`config.mk`:
```
export PLATFORM = sky130hd
export DESIGN_NAME = dmcr_regs
export DESIGN_NICKNAME = d
export VERILOG_FILES = /design/src/hw/dmcr_regs.v
export VERILOG_INCLUDE_DIRS = /design/src /design/src/shared
export SDC_FILE = /design/constraint.sdc
export NUM_CORES = 1
export LEC_CHECK = 0
export ABC_CLOCK_PERIOD_IN_PS = 1570
export BUFFER_PORTS_ARGS = -buffer_cell sky130_fd_sc_hd__buf_2
export CORE_ASPECT_RATIO = 2
export CORE_MARGIN = 4
export CORE_UTILIZATION = 41
export DETAILED_ROUTE_END_ITERATION = 8
export GPL_TIMING_DRIVEN = 1
export PLACE_DENSITY = 0.72
export REMOVE_ABC_BUFFERS = 1
export SKIP_CTS_REPAIR_TIMING = 1
export SYNTH_ARGS = -nofsm -noshare
export SYNTH_HDL_FRONTEND = slang
export SYNTH_SLANG_ARGS = --single-unit
```
`constraint.sdc`:
```
create_clock -name clk_sys -period 1.57 [get_ports clk_sys]
set_clock_uncertainty 0.2 [all_clocks]
set_input_delay 0.0785 -clock clk_sys [delete_from_list [all_inputs] [get_ports clk_sys]]
set_output_delay 0.0785 -clock clk_sys [all_outputs]
set_load 0.1 [all_outputs]
```
`src/shared/dmcr_defines.vh`:
```
// Constants for the device misc control register bank
`ifndef DMCR_DEFINES_VH
`define DMCR_DEFINES_VH
// Register indices on the register port
`define DMCR_IDX_OSC      3'h0
`define DMCR_IDX_IOCTL    3'h1
`define DMCR_IDX_CRC      3'h2
`define DMCR_IDX_ECCCTL   3'h3
`define DMCR_IDX_ECC_STATUS  3'h4
// Oscillator control fields
`define DMCR_OSC_PLLSEL   0
`define DMCR_OSC_OSCILLATOR_DISABLE   2
`define DMCR_OSC_SYSDIV   4
`define DMCR_OSC_COLO     5
`define DMCR_OSC_COHI     6
`define DMCR_OSC_PLL_LOCKED_FLAG   8
`define DMCR_OSC_CLKRDY   10
`define DMCR_OSC_DIVSYNC  12
`define DMCR_OSC_CODIV_RST 2'h3
// Pin control fields
`define DMCR_IO_DIR0      0
`define DMCR_IO_STBYEN    6
`define DMCR_IO_PIN0_OUTPUT_LATCH      8
`define DMCR_IO_LVL0      16
`define DMCR_IO_FSEL0     24
`define DMCR_IO_TXOD      28
`define DMCR_IO_SOF       29
`define DMCR_IO_IRQOD     30
`define DMCR_IO_DIR_RST   2'h3
`define DMCR_IO_FSEL_RST  2'h3
// Checksum register fields
`define DMCR_CRC_VLO      0
`define DMCR_CRC_VHI      15
`define DMCR_CRC_ERRF     16
`define DMCR_CRC_FMTF     17
`define DMCR_CRC_ERRIE    24
`define DMCR_CRC_FMTIE    25
// RAM correction fields
`define DMCR_ECC_EN       0
`define DMCR_ECC_SINGLE_ERR_IRQ_EN    1
`define DMCR_ECC_DOUBLE_ERR_IRQ_EN    2
`define DMCR_ECC_PLO      8
`define DMCR_ECC_PHI      14
`define DMCR_ECC_SECF     1
`define DMCR_ECC_DEDF     2
`define DMCR_ECC_ALO      16
`define DMCR_ECC_AHI      27
// Clock output divide counts, in half periods
`define DMCR_CODIV_1      4'h1
`define DMCR_CODIV_2      4'h2
`define DMCR_CODIV_4      4'h4
`define DMCR_CODIV_10     4'ha
`endif

```
`src/hw/dmcr_regs.v`:
```
// Device misc control and status register bank with pin and clock control
`timescale 1ns/100ps
`include "dmcr_defines.vh"

module dmcr_regs #(
   parameter PAR_W  = 7,                   // Parity field width
   parameter ADDR_W = 12                   // RAM error address width
) (
   input  wire              clk_sys,       // System clock
   input  wire              sys_rst,       // Synchronous reset
   input  wire              regWrEn,       // Register write strobe
   input  wire              regRdEn,       // Register read strobe
   input  wire [2:0]        regIdx,        // Register index
   input  wire [31:0]       regWdata,      // Write data
   output reg  [31:0]       regRdata_q,    // Read data
   input  wire              cfgMode,       // Engine is in configuration mode
   input  wire              sleepReq,      // Engine requests sleep
   input  wire              oscStable,     // Oscillator running and stable
   input  wire              pllLock,       // PLL locked
   input  wire              sofPulse,      // Start-of-frame indication
   input  wire              transmitIrqFlag,
   input  wire              transmitIrqEnable,
   input  wire              receiveIrqFlag,
   input  wire              receiveIrqEnable,
   input  wire              canTxData,     // Engine transmit bit
   input  wire [1:0]        pinIn,         // Sensed pin levels
   input  wire              crcErrEvt,     // Checksum mismatch pulse
   input  wire              fmtErrEvt,     // Byte count mismatch pulse
   input  wire [15:0]       crcValue,      // Checksum of failing command
   input  wire              eccSecEvt,     // Single error corrected pulse
   input  wire              eccDedEvt,     // Double error detected pulse
   input  wire [ADDR_W-1:0] eccErrAddr,    // RAM address of error
   output reg               pllSelect_q,   // System clock from PLL
   output reg               sysClkDiv2_q,  // System clock halved
   output reg               sleepMode_q,   // Clock stopped, sleeping
   output reg               wakeCfg_q,     // Wake into configuration pulse
   output reg               clockOutPin_q, // Clock output pin
   output reg  [1:0]        pinOut_q,      // Pin output values
   output reg  [1:0]        pinOe_q,       // Pin output enables
   output reg               canTxOut_q,    // Transmit pin value
   output reg               canTxOe_q,     // Transmit pin enable
   output reg               stbyPin_q,     // Transceiver standby pin
   output reg               crcIrq_q,      // Checksum error request
   output reg               eccIrq_q,      // RAM error request
   output reg               eccEnable_q,   // RAM correction on
   output reg  [PAR_W-1:0]  eccParity_q    // Check bits for uncorrected writes
);

   // Oscillator control state
   reg [1:0]        clkOutDiv_q;           // Clock output divisor code
   reg              divSyncA_q;            // Divisor sync first stage
   reg              divSyncB_q;            // Divisor sync second stage
   reg [3:0]        coCnt_q;               // Clock output half period count
   reg              coToggle_q;            // Divided clock level
   reg [3:0]        coLimit;               // Half period for current code

   // Pin control state
   reg              irqOpenDrain_q;
   reg              txOpenDrain_q;
   reg              sofSel_q;
   reg              stbyEn_q;
   reg [1:0]        funcSel_q;             // One selects general purpose
   reg [1:0]        pinDir_q;              // One selects input
   reg [1:0]        pinLatch_q;            // Output latch

   // Checksum and RAM error state
   reg              crcErrFlag_q;
   reg              fmtErrFlag_q;
   reg              checksum_err_irq_en_q;
   reg              fmtErrIe_q;
   reg [15:0]       crcCapt_q;
   reg              single_err_irq_en_q;
   reg              double_err_irq_en_q;
   reg              secFlag_q;
   reg              dedFlag_q;
   reg [ADDR_W-1:0] ram_error_location_q;

   // Decoded writes
   wire wrOsc  = regWrEn && (regIdx == `DMCR_IDX_OSC);
   wire wrIo   = regWrEn && (regIdx == `DMCR_IDX_IOCTL);
   wire wrCrc  = regWrEn && (regIdx == `DMCR_IDX_CRC);
   wire wrEccC = regWrEn && (regIdx == `DMCR_IDX_ECCCTL);
   wire wrEccS = regWrEn && (regIdx == `DMCR_IDX_ECC_STATUS);
   wire [1:0] irqSrc = {receiveIrqFlag & receiveIrqEnable,
                        transmitIrqFlag & transmitIrqEnable};

   // Clock selection, locked outside configuration, and output divisor, writable in any mode
   always @(posedge clk_sys) begin
      if (sys_rst) begin
         pllSelect_q  <= 1'b0;
         sysClkDiv2_q <= 1'b0;
         clkOutDiv_q  <= `DMCR_OSC_CODIV_RST;
      end else if (wrOsc) begin
         if (cfgMode) begin
            pllSelect_q  <= regWdata[`DMCR_OSC_PLLSEL];
            sysClkDiv2_q <= regWdata[`DMCR_OSC_SYSDIV];
         end
         clkOutDiv_q <= regWdata[`DMCR_OSC_COHI:`DMCR_OSC_COLO];
      end
   end

   // Oscillator disable: hardware sets, software clears by writing zero
   always @(posedge clk_sys) begin
      if (sys_rst) begin
         sleepMode_q <= 1'b0;
         wakeCfg_q   <= 1'b0;
      end else begin
         // Set wins over a clear in the same cycle
         if (sleepReq) begin
            sleepMode_q <= 1'b1;
            wakeCfg_q   <= 1'b0;
         end else if (wrOsc && !regWdata[`DMCR_OSC_OSCILLATOR_DISABLE] && sleepMode_q) begin
            sleepMode_q <= 1'b0;
            wakeCfg_q   <= 1'b1;
         end else begin
            wakeCfg_q   <= 1'b0;
         end
      end
   end

   // Divisor setting carried into the clock domain
   always @(posedge clk_sys) begin
      if (sys_rst) begin
         divSyncA_q <= 1'b0;
         divSyncB_q <= 1'b0;
      end else begin
         divSyncA_q <= sysClkDiv2_q;
         divSyncB_q <= divSyncA_q;
      end
   end

   // Half period selected by the output divisor code
   always @* begin
      case (clkOutDiv_q)
         2'h0:    coLimit = `DMCR_CODIV_1;
         2'h1:    coLimit = `DMCR_CODIV_2;
         2'h2:    coLimit = `DMCR_CODIV_4;
         2'h3:    coLimit = `DMCR_CODIV_10;
         default: coLimit = `DMCR_CODIV_1;
      endcase
   end

   // Clock output divider, held low while sleeping
   always @(posedge clk_sys) begin
      if (sys_rst || sleepMode_q) begin
         coCnt_q    <= 4'h0;
         coToggle_q <= 1'b0;
      end else if (coCnt_q + 4'h1 >= coLimit) begin
         coCnt_q    <= 4'h0;
         coToggle_q <= ~coToggle_q;
      end else begin
         coCnt_q    <= coCnt_q + 4'h1;
      end
   end

   // Clock output pin source select
   always @(posedge clk_sys) begin
      if (sys_rst) begin
         clockOutPin_q <= 1'b0;
      end else if (sofSel_q) begin
         clockOutPin_q <= sofPulse;
      end else begin
         clockOutPin_q <= coToggle_q;
      end
   end

   // Pin control register
   always @(posedge clk_sys) begin
      if (sys_rst) begin
         irqOpenDrain_q <= 1'b0;
         txOpenDrain_q  <= 1'b0;
         sofSel_q       <= 1'b0;
         stbyEn_q       <= 1'b0;
         funcSel_q      <= `DMCR_IO_FSEL_RST;
         pinDir_q       <= `DMCR_IO_DIR_RST;
         pinLatch_q     <= 2'h0;
      end else if (wrIo) begin
         irqOpenDrain_q <= regWdata[`DMCR_IO_IRQOD];
         txOpenDrain_q  <= regWdata[`DMCR_IO_TXOD];
         sofSel_q       <= regWdata[`DMCR_IO_SOF];
         stbyEn_q       <= regWdata[`DMCR_IO_STBYEN];
         funcSel_q      <= regWdata[`DMCR_IO_FSEL0+1:`DMCR_IO_FSEL0];
         pinDir_q       <= regWdata[`DMCR_IO_DIR0+1:`DMCR_IO_DIR0];
         pinLatch_q     <= regWdata[`DMCR_IO_PIN0_OUTPUT_LATCH+1:`DMCR_IO_PIN0_OUTPUT_LATCH];
      end
   end

   // Per pin drivers: interrupt output or general purpose pin
   genvar gi;
   generate
      for (gi = 0; gi < 2; gi = gi + 1) begin : gPin
         reg lvl;       // Level the pin should show
         reg drive;     // Pin is an output
         always @* begin
            lvl   = 1'b1;
            drive = 1'b1;
            if (funcSel_q[gi]) begin
               lvl   = pinLatch_q[gi];
               drive = ~pinDir_q[gi];
            end else begin
               lvl   = ~irqSrc[gi];
               drive = 1'b1;
            end
         end
         always @(posedge clk_sys) begin
            if (sys_rst) begin
               pinOut_q[gi] <= 1'b0;
               pinOe_q[gi]  <= 1'b0;
            end else if (irqOpenDrain_q) begin
               pinOut_q[gi] <= 1'b0;
               pinOe_q[gi]  <= drive & ~lvl;
            end else begin
               pinOut_q[gi] <= lvl;
               pinOe_q[gi]  <= drive;
            end
         end
      end
   endgenerate

   // Transmit pin and standby pin
   always @(posedge clk_sys) begin
      if (sys_rst) begin
         canTxOut_q <= 1'b0;
         canTxOe_q  <= 1'b0;
         stbyPin_q  <= 1'b0;
      end else begin
         if (txOpenDrain_q) begin
            canTxOut_q <= 1'b0;
            canTxOe_q  <= ~canTxData;
         end else begin
            canTxOut_q <= canTxData;
            canTxOe_q  <= 1'b1;
         end
         stbyPin_q <= stbyEn_q & sleepMode_q;
      end
   end

   // Checksum error flags, enables and captured value
   always @(posedge clk_sys) begin
      if (sys_rst) begin
         crcErrFlag_q <= 1'b0;
         fmtErrFlag_q <= 1'b0;
         checksum_err_irq_en_q   <= 1'b0;
         fmtErrIe_q   <= 1'b0;
         crcCapt_q    <= 16'h0000;
      end else begin
         if (wrCrc) begin
            checksum_err_irq_en_q <= regWdata[`DMCR_CRC_ERRIE];
            fmtErrIe_q <= regWdata[`DMCR_CRC_FMTIE];
         end
         if (crcErrEvt) begin
            crcErrFlag_q <= 1'b1;
            crcCapt_q    <= crcValue;
         end else if (wrCrc && !regWdata[`DMCR_CRC_ERRF]) begin
            crcErrFlag_q <= 1'b0;
         end
         if (fmtErrEvt) begin
            fmtErrFlag_q <= 1'b1;
         end else if (wrCrc && !regWdata[`DMCR_CRC_FMTF]) begin
            fmtErrFlag_q <= 1'b0;
         end
      end
   end

   // RAM correction control
   always @(posedge clk_sys) begin
      if (sys_rst) begin
         eccEnable_q <= 1'b0;
         single_err_irq_en_q     <= 1'b0;
         double_err_irq_en_q     <= 1'b0;
         eccParity_q <= {PAR_W{1'b0}};
      end else if (wrEccC) begin
         eccEnable_q <= regWdata[`DMCR_ECC_EN];
         single_err_irq_en_q     <= regWdata[`DMCR_ECC_SINGLE_ERR_IRQ_EN];
         double_err_irq_en_q     <= regWdata[`DMCR_ECC_DOUBLE_ERR_IRQ_EN];
         eccParity_q <= regWdata[`DMCR_ECC_PLO+PAR_W-1:`DMCR_ECC_PLO];
      end
   end

   // RAM error flags and address of last error
   always @(posedge clk_sys) begin
      if (sys_rst) begin
         secFlag_q <= 1'b0;
         dedFlag_q <= 1'b0;
         ram_error_location_q <= {ADDR_W{1'b0}};
      end else begin
         if (eccSecEvt || eccDedEvt) begin
            ram_error_location_q <= eccErrAddr;
         end
         if (eccSecEvt) begin
            secFlag_q <= 1'b1;
         end else if (wrEccS && !regWdata[`DMCR_ECC_SECF]) begin
            secFlag_q <= 1'b0;
         end
         if (eccDedEvt) begin
            dedFlag_q <= 1'b1;
         end else if (wrEccS && !regWdata[`DMCR_ECC_DEDF]) begin
            dedFlag_q <= 1'b0;
         end
      end
   end

   // Gated interrupt requests
   always @(posedge clk_sys) begin
      if (sys_rst) begin
         crcIrq_q <= 1'b0;
         eccIrq_q <= 1'b0;
      end else begin
         crcIrq_q <= (crcErrFlag_q & checksum_err_irq_en_q) | (fmtErrFlag_q & fmtErrIe_q);
         eccIrq_q <= (secFlag_q & single_err_irq_en_q) | (dedFlag_q & double_err_irq_en_q);
      end
   end

   // Read data assembly; unmapped indices and unused bits read zero
   reg [31:0] rdMux;
   always @* begin
      rdMux = 32'h00000000;
      case (regIdx)
         `DMCR_IDX_OSC: begin
            rdMux[`DMCR_OSC_PLLSEL]  = pllSelect_q;
            rdMux[`DMCR_OSC_OSCILLATOR_DISABLE]  = sleepMode_q;
            rdMux[`DMCR_OSC_SYSDIV]  = sysClkDiv2_q;
            rdMux[`DMCR_OSC_COHI:`DMCR_OSC_COLO] = clkOutDiv_q;
            rdMux[`DMCR_OSC_PLL_LOCKED_FLAG]  = pllLock;
            rdMux[`DMCR_OSC_CLKRDY]  = oscStable & ~sleepMode_q;
            rdMux[`DMCR_OSC_DIVSYNC] = divSyncB_q;
         end
         `DMCR_IDX_IOCTL: begin
            rdMux[`DMCR_IO_DIR0+1:`DMCR_IO_DIR0]   = pinDir_q;
            rdMux[`DMCR_IO_STBYEN]                 = stbyEn_q;
            rdMux[`DMCR_IO_PIN0_OUTPUT_LATCH+1:`DMCR_IO_PIN0_OUTPUT_LATCH]   = pinLatch_q;
            rdMux[`DMCR_IO_LVL0+1:`DMCR_IO_LVL0]   = pinIn;
            rdMux[`DMCR_IO_FSEL0+1:`DMCR_IO_FSEL0] = funcSel_q;
            rdMux[`DMCR_IO_TXOD]                   = txOpenDrain_q;
            rdMux[`DMCR_IO_SOF]                    = sofSel_q;
            rdMux[`DMCR_IO_IRQOD]                  = irqOpenDrain_q;
         end
         `DMCR_IDX_CRC: begin
            rdMux[`DMCR_CRC_VHI:`DMCR_CRC_VLO] = crcCapt_q;
            rdMux[`DMCR_CRC_ERRF]  = crcErrFlag_q;
            rdMux[`DMCR_CRC_FMTF]  = fmtErrFlag_q;
            rdMux[`DMCR_CRC_ERRIE] = checksum_err_irq_en_q;
            rdMux[`DMCR_CRC_FMTIE] = fmtErrIe_q;
         end
         `DMCR_IDX_ECCCTL: begin
            rdMux[`DMCR_ECC_EN]    = eccEnable_q;
            rdMux[`DMCR_ECC_SINGLE_ERR_IRQ_EN] = single_err_irq_en_q;
            rdMux[`DMCR_ECC_DOUBLE_ERR_IRQ_EN] = double_err_irq_en_q;
            rdMux[`DMCR_ECC_PLO+PAR_W-1:`DMCR_ECC_PLO] = eccParity_q;
         end
         `DMCR_IDX_ECC_STATUS: begin
            rdMux[`DMCR_ECC_SECF] = secFlag_q;
            rdMux[`DMCR_ECC_DEDF] = dedFlag_q;
            rdMux[`DMCR_ECC_ALO+ADDR_W-1:`DMCR_ECC_ALO] = ram_error_location_q;
         end
         default: rdMux = 32'h00000000;
      endcase
   end

   // Registered read data, updated on a read strobe
   always @(posedge clk_sys) begin
      if (sys_rst) begin
         regRdata_q <= 32'h00000000;
      end else if (regRdEn) begin
         regRdata_q <= rdMux;
      end
   end

endmodule // dmcr_regs

```
; Word-level counts from Yosys, hierarchy flattened
; Index checks and enable logic that the tools add are counted.
[totals]
register_bits = 108
memories = 0
mem_bits_rw = 0
latch_bits = 0
word_cells = 137
in_bits = 83
romBits = 0
[op_classes]
reduce_logical = 29
mux = 39
eq_ne = 7
bitwise = 21
add_sub_neg = 1
shift = 0
div = 0
n_lt_le_gt_ge = 1
mul = 0
[op_table]
columns = op, n
row1 = $mux W1, 22
row2 = $pmux W1 S4, 4
row3 = $pmux W4 S4, 1
row4 = $pmux W1 S3, 4
row5 = $pmux W2 S3, 2
row6 = $logic_and A1 B1 Y1, 11
row7 = $and A1 B1 Y1, 10
row8 = $reduce_bool A2 Y1, 5
row9 = $not A1 Y1, 9
row10 = $pmux W2 S2, 2
row11 = $reduce_or A2 Y1, 4
row12 = $eq A3 B2 Y1 const B, 2
row13 = $mux W6, 1
row14 = $add A4 B1 Y4 const B, 1
row15 = $eq A2 B2 Y1 const B, 2
row16 = $ge A4 B4 Y1, 1
row17 = $logic_not A1 Y1, 4
row18 = $eq A3 B1 Y1 const B, 1
row19 = $eq A3 B3 Y1 const B, 1
row20 = $logic_not A3 Y1, 1
row21 = $mux W3, 1
row22 = $eq A2 B1 Y1 const B, 1
row23 = $logic_not A2 Y1, 1
row24 = $logic_or A1 B1 Y1, 2
row25 = 4 further kinds, 5

; Logic depth before layout (Yosys ltp)
[depth]
depth_word = 6
depth_mapped = 6

; Least setup slack after synthesis
; OpenSTA, ideal clock, no wires.
[synth_path]
kind = register to register
startpoint = reg sleepMode_q
endpoint = reg regRdata_q[2]
path_stages_with_launch = 5
n_path_buf = 0
t_arrival_ps = 1571
period_less_slack_ps = 1834
setup_slack_ps = -264
cell_sequence = dfxtp_1 > mux2i_1 > a2bb2oi_1 > o21ai_0 > a32o_1
[synth_via]
elab_chain_cells = 1
[synth_rtl]
columns = item, line
row1 = from (decl), dmcr_regs.v:35  ; output reg sleepMode_q,
row2 = from (signal assigned), dmcr_regs.v:105  ; sleepMode_q <= 1'b0;
row3 = from (signal assigned), dmcr_regs.v:110  ; sleepMode_q <= 1'b1;
row4 = from (signal assigned), dmcr_regs.v:113  ; sleepMode_q <= 1'b0;
row5 = $pmux W1 S4, dmcr_regs.v:318  ; case (regIdx)
row6 = to (signal assigned), dmcr_regs.v:365  ; regRdata_q <= rdMux;
row7 = to (decl), dmcr_regs.v:15  ; output reg [31:0] regRdata_q,
; No other way between the ends.
; A chain may end at the register's enable or synchronous reset.

; Worst setup path after layout
[layout_path]
startpoint = reg coCnt_q[0]
endpoint = reg coCnt_q[1]
[layout_via]
elab_chain_cells = 3
[layout_rtl]
columns = item, line
row1 = from (decl), dmcr_regs.v:53  ; reg [3:0] coCnt_q;
row2 = from (signal assigned), dmcr_regs.v:152  ; coCnt_q <= coCnt_q + 4'h1;
row3 = $add A4 B1 Y4 (*), "dmcr_regs.v:148, dmcr_regs.v:152"
row4 = $ge A4 B4 Y1, dmcr_regs.v:148  ; end else if (coCnt_q + 4'h1 >= coLimit) begin
row5 = $reduce_or A2 Y1 (no source line), --
; Every way passes the cells marked *; elsewhere a longest branch is shown, timed or not.

==> impl_metrics.py <==
metrics = {
    "clock_network": {
        "cts_root_buffer": "clkbuf_16",
        "clkLatencyLatePin_ns": 0.35,
        "clk_pin_slew_ns": 0.08,
        "cts_tree": "done",
        "htree_levels": 3,
        "clockBufferDepth": 2,
        "cts_buffers": 9,
        "cts.sink_count": 108,
    },
    "placement": {
        "dp.cells": 763,
        "place_ws_ns": -0.355,
        "hpwl_mm": 9.66,
        "portBuffers": 123,
        "finalWeightedCongestion": 0.895,
    },
    "floorplan": {
        "start_util_pct": 41.9,
        "die_w_um": 81.2,
        "fp.dieArea_mm2": 0.0125,
        "io_pins": 137,
        "dieHeight_um": 154,
        "core-area_mm2": 0.0105,
        "placementRows": 53,
    },
    "setup_path": {
        "crit_fanout": 4,
        "arrival_ns": 1.86,
        "cp-start-kind": "register",
        "critPathKind": "reg -> reg",
        "cp-end-kind": "register",
        "crit_required_ns": 1.65,
    },
    "synth": {
        "synth_edf_count": 0,
        "synth_cell_type_count": 51,
        "synth-seq-area-share_pct": 49.2,
        "ys.flop_type": "dfxtp_1",
        "synthArstFlopShare_pct": 0,
        "ys_ff_latch": 108,
        "yosysWarningCount": 0,
        "synth_area_mm2": 0.00439,
        "avgSynthCellArea_um2": 8.73,
        "syn_inst": 503,
    },
    "global_routing": {
        "grt_pass1_wl_mm": 19.5,
        "grt_max_degree": 37,
        "overflow": 0,
        "grt_usage_pct": 20.4,
        "grt_antenna_before_repair": 0,
        "first_global_vias": 4030,
    },
    "sta": {
        "max_slew_margin_pct": 48.3,
        "max_freq_mhz": 562,
        "worst_pin_slew_ns": 0.772,
        "fin_crit_sh_pct": 113,
        "whs_ns": -0.0222,
        "worst_slack_ns": -0.211,
        "setup_tns_ns": -0.932,
        "rsz0062_at_grt": "true",
        "hold_viol_final": 6,
        "slew_viol_final": 0,
        "fin_crit_ns": 1.78,
        "finalSetupViolCount": 5,
    },
    "power": {
        "intPower_mw": 4.50,
        "p_seq_share_pct": 46.9,
        "net-switching-power_mw": 1.68,
        "power_leakage_nw": 2.87,
        "vdd_ir_drop_max_mv": 0.720,
        "p_per_area_mw_per_mm2": 961,
        "p_comb_share_pct": 16.0,
        "clkPwrFrac_pct": 37.1,
        "swShare_pct": 27.2,
    },
    "routing": {
        "drtAntennaViolNets": 0,
        "drt_iter0_markers": 256,
        "drc": 0,
        "wire_per_inst_um": 16.6,
        "viasPerCell": 5.17,
        "wl_mm": 14.2,
        "dr_total_vias": 4397,
        "drt_first_pass_iters": 7,
    },
    "run_status": {
        "violations": "hold timing, setup timing",
        "status": "finished with violations",
    },
    "layout": {
        "instances_no_fill": 851,
        "layout_commonest_cell": "buf_2",
        "finalCoreUtilization_pct": 61.3,
        "syn_to_final_growth_pct": 46.4,
        "layout-drive-gt1-share_pct": 28.1,
        "final_cell_mix": "buf_2 (121), dfxtp_1 (105), nand2_1 (87)",
        "final_net_count": 796,
    },
    "hold_path": {
        "worstHoldPathType": "in -> reg",
    },
    "job": {
        "drv_cap": 0,
    },
}
## per-stage QoR
step	total power [mW]	cell area [µm²]
after floorplan	3.38	4230
after global placement	3.72	5310
after detailed placement	3.75	5310
after CTS	6.01	5610
after global routing	6.37	6420
final	6.18	6430
## layout make-up
cell class	count	area, µm²
Multi-Input combinational cell	349	2120
Tap cell	137	171
Clock buffer	9	225
Clock inverter	7	76.3
Inverter	15	56.3
Timing Repair Buffer	225	1610
Fill cell	936	4050
Sequential cell	108	2170
Antenna cell	1	2.50
## final timing paths
| path | cells after the start | slack, ns | end | start |
|---|---|---|---|---|
| max reg2reg | 7 | -0.21 | coCnt_q[1] | coCnt_q[0] |
| min reg2reg | 1 | 0.25 | divSyncB_q | divSyncA_q |
| min | 4 | -0.02 | regRdata_q[16] | pinIn[0] |
| max | 7 | -0.21 | coCnt_q[1] | coCnt_q[0] |
## logic make-up after synthesis
| kind of cell | Yosys count | share of synthesized area, % |
|---|---|---|
| other cells | 1 | 0.0854 |
| simple gates | 197 | 20.7 |
| xor+xnor | 2 | 0.399 |
| fa+ha+maj | 5 | 1.42 |
| flops | 108 | 49.2 |
| buf+inv | 46 | 4.93 |
| mux | 33 | 7.69 |
| compound gates | 111 | 15.5 |
## state kept, by name (all words and copies together) (netlist names), 2 cells and up
name / flops
pinLatch_q: 2
pinOe_q: 2
pinOut_q: 2
coCnt_q: 4
crcCapt_q: 16
eccParity_q: 7
clkOutDiv_q: 2
pinDir_q: 2
funcSel_q: 2
ram_error_location_q: 12
regRdata_q: 31
## synth_stat cells, types with 2 or more instances
cell	number	share of area, %
a211o_1	2	0.40
a21oi_1	57	6.5
a22oi_1	17	2.9
and2_1	2	0.28
buf_1	8	0.68
buf_2	8	0.91
buf_6	4	1.0
clkbuf_1	10	0.85
dfxtp_1	108	49
ha_1	5	1.4
inv_1	13	1.1
inv_2	2	0.17
mux2_2	6	1.5
mux2i_1	27	6.2
nand2_1	87	7.4
nand2b_1	7	1.0
nand3_1	15	1.7
nand3b_1	4	0.68
nor2_1	53	4.5
nor2_2	2	0.28
nor2b_1	10	1.4
nor3_1	4	0.46
nor3b_1	2	0.34
nor3b_2	2	0.57
o211a_1	3	0.68
o21ai_0	14	1.6
o21ai_1	4	0.46
o221ai_1	2	0.40
o32ai_1	2	0.40
or2_1	2	0.28
## critical path, stage by stage, from the launching register on
cell and delay, ns:
dfxtp_4 0.36, buf_4 0.15, ha_4 0.23, nand2b_4 0.14, a211oi_4 0.23, o211ai_1 0.13
buf_4 0.16, nor2_1 0.10
## metal layers
layer  GRT usage, %  share of wire, %
met5              0                 0
met4           9.27               3.6
met3           3.21               4.1
met2           38.8                57
met1           20.8                35
## power groups by stage
stage	Combinational (mW)	Sequential (mW)	Clock, mW
after floorplan	0.248	3.13	0
after global placement	0.775	2.95	0
after detailed placement	0.795	2.95	0
after CTS	0.799	2.89	2.32
after global routing	1.06	2.90	2.41
final	0.990	2.89	2.29
(Power assumes the default switching activity.)
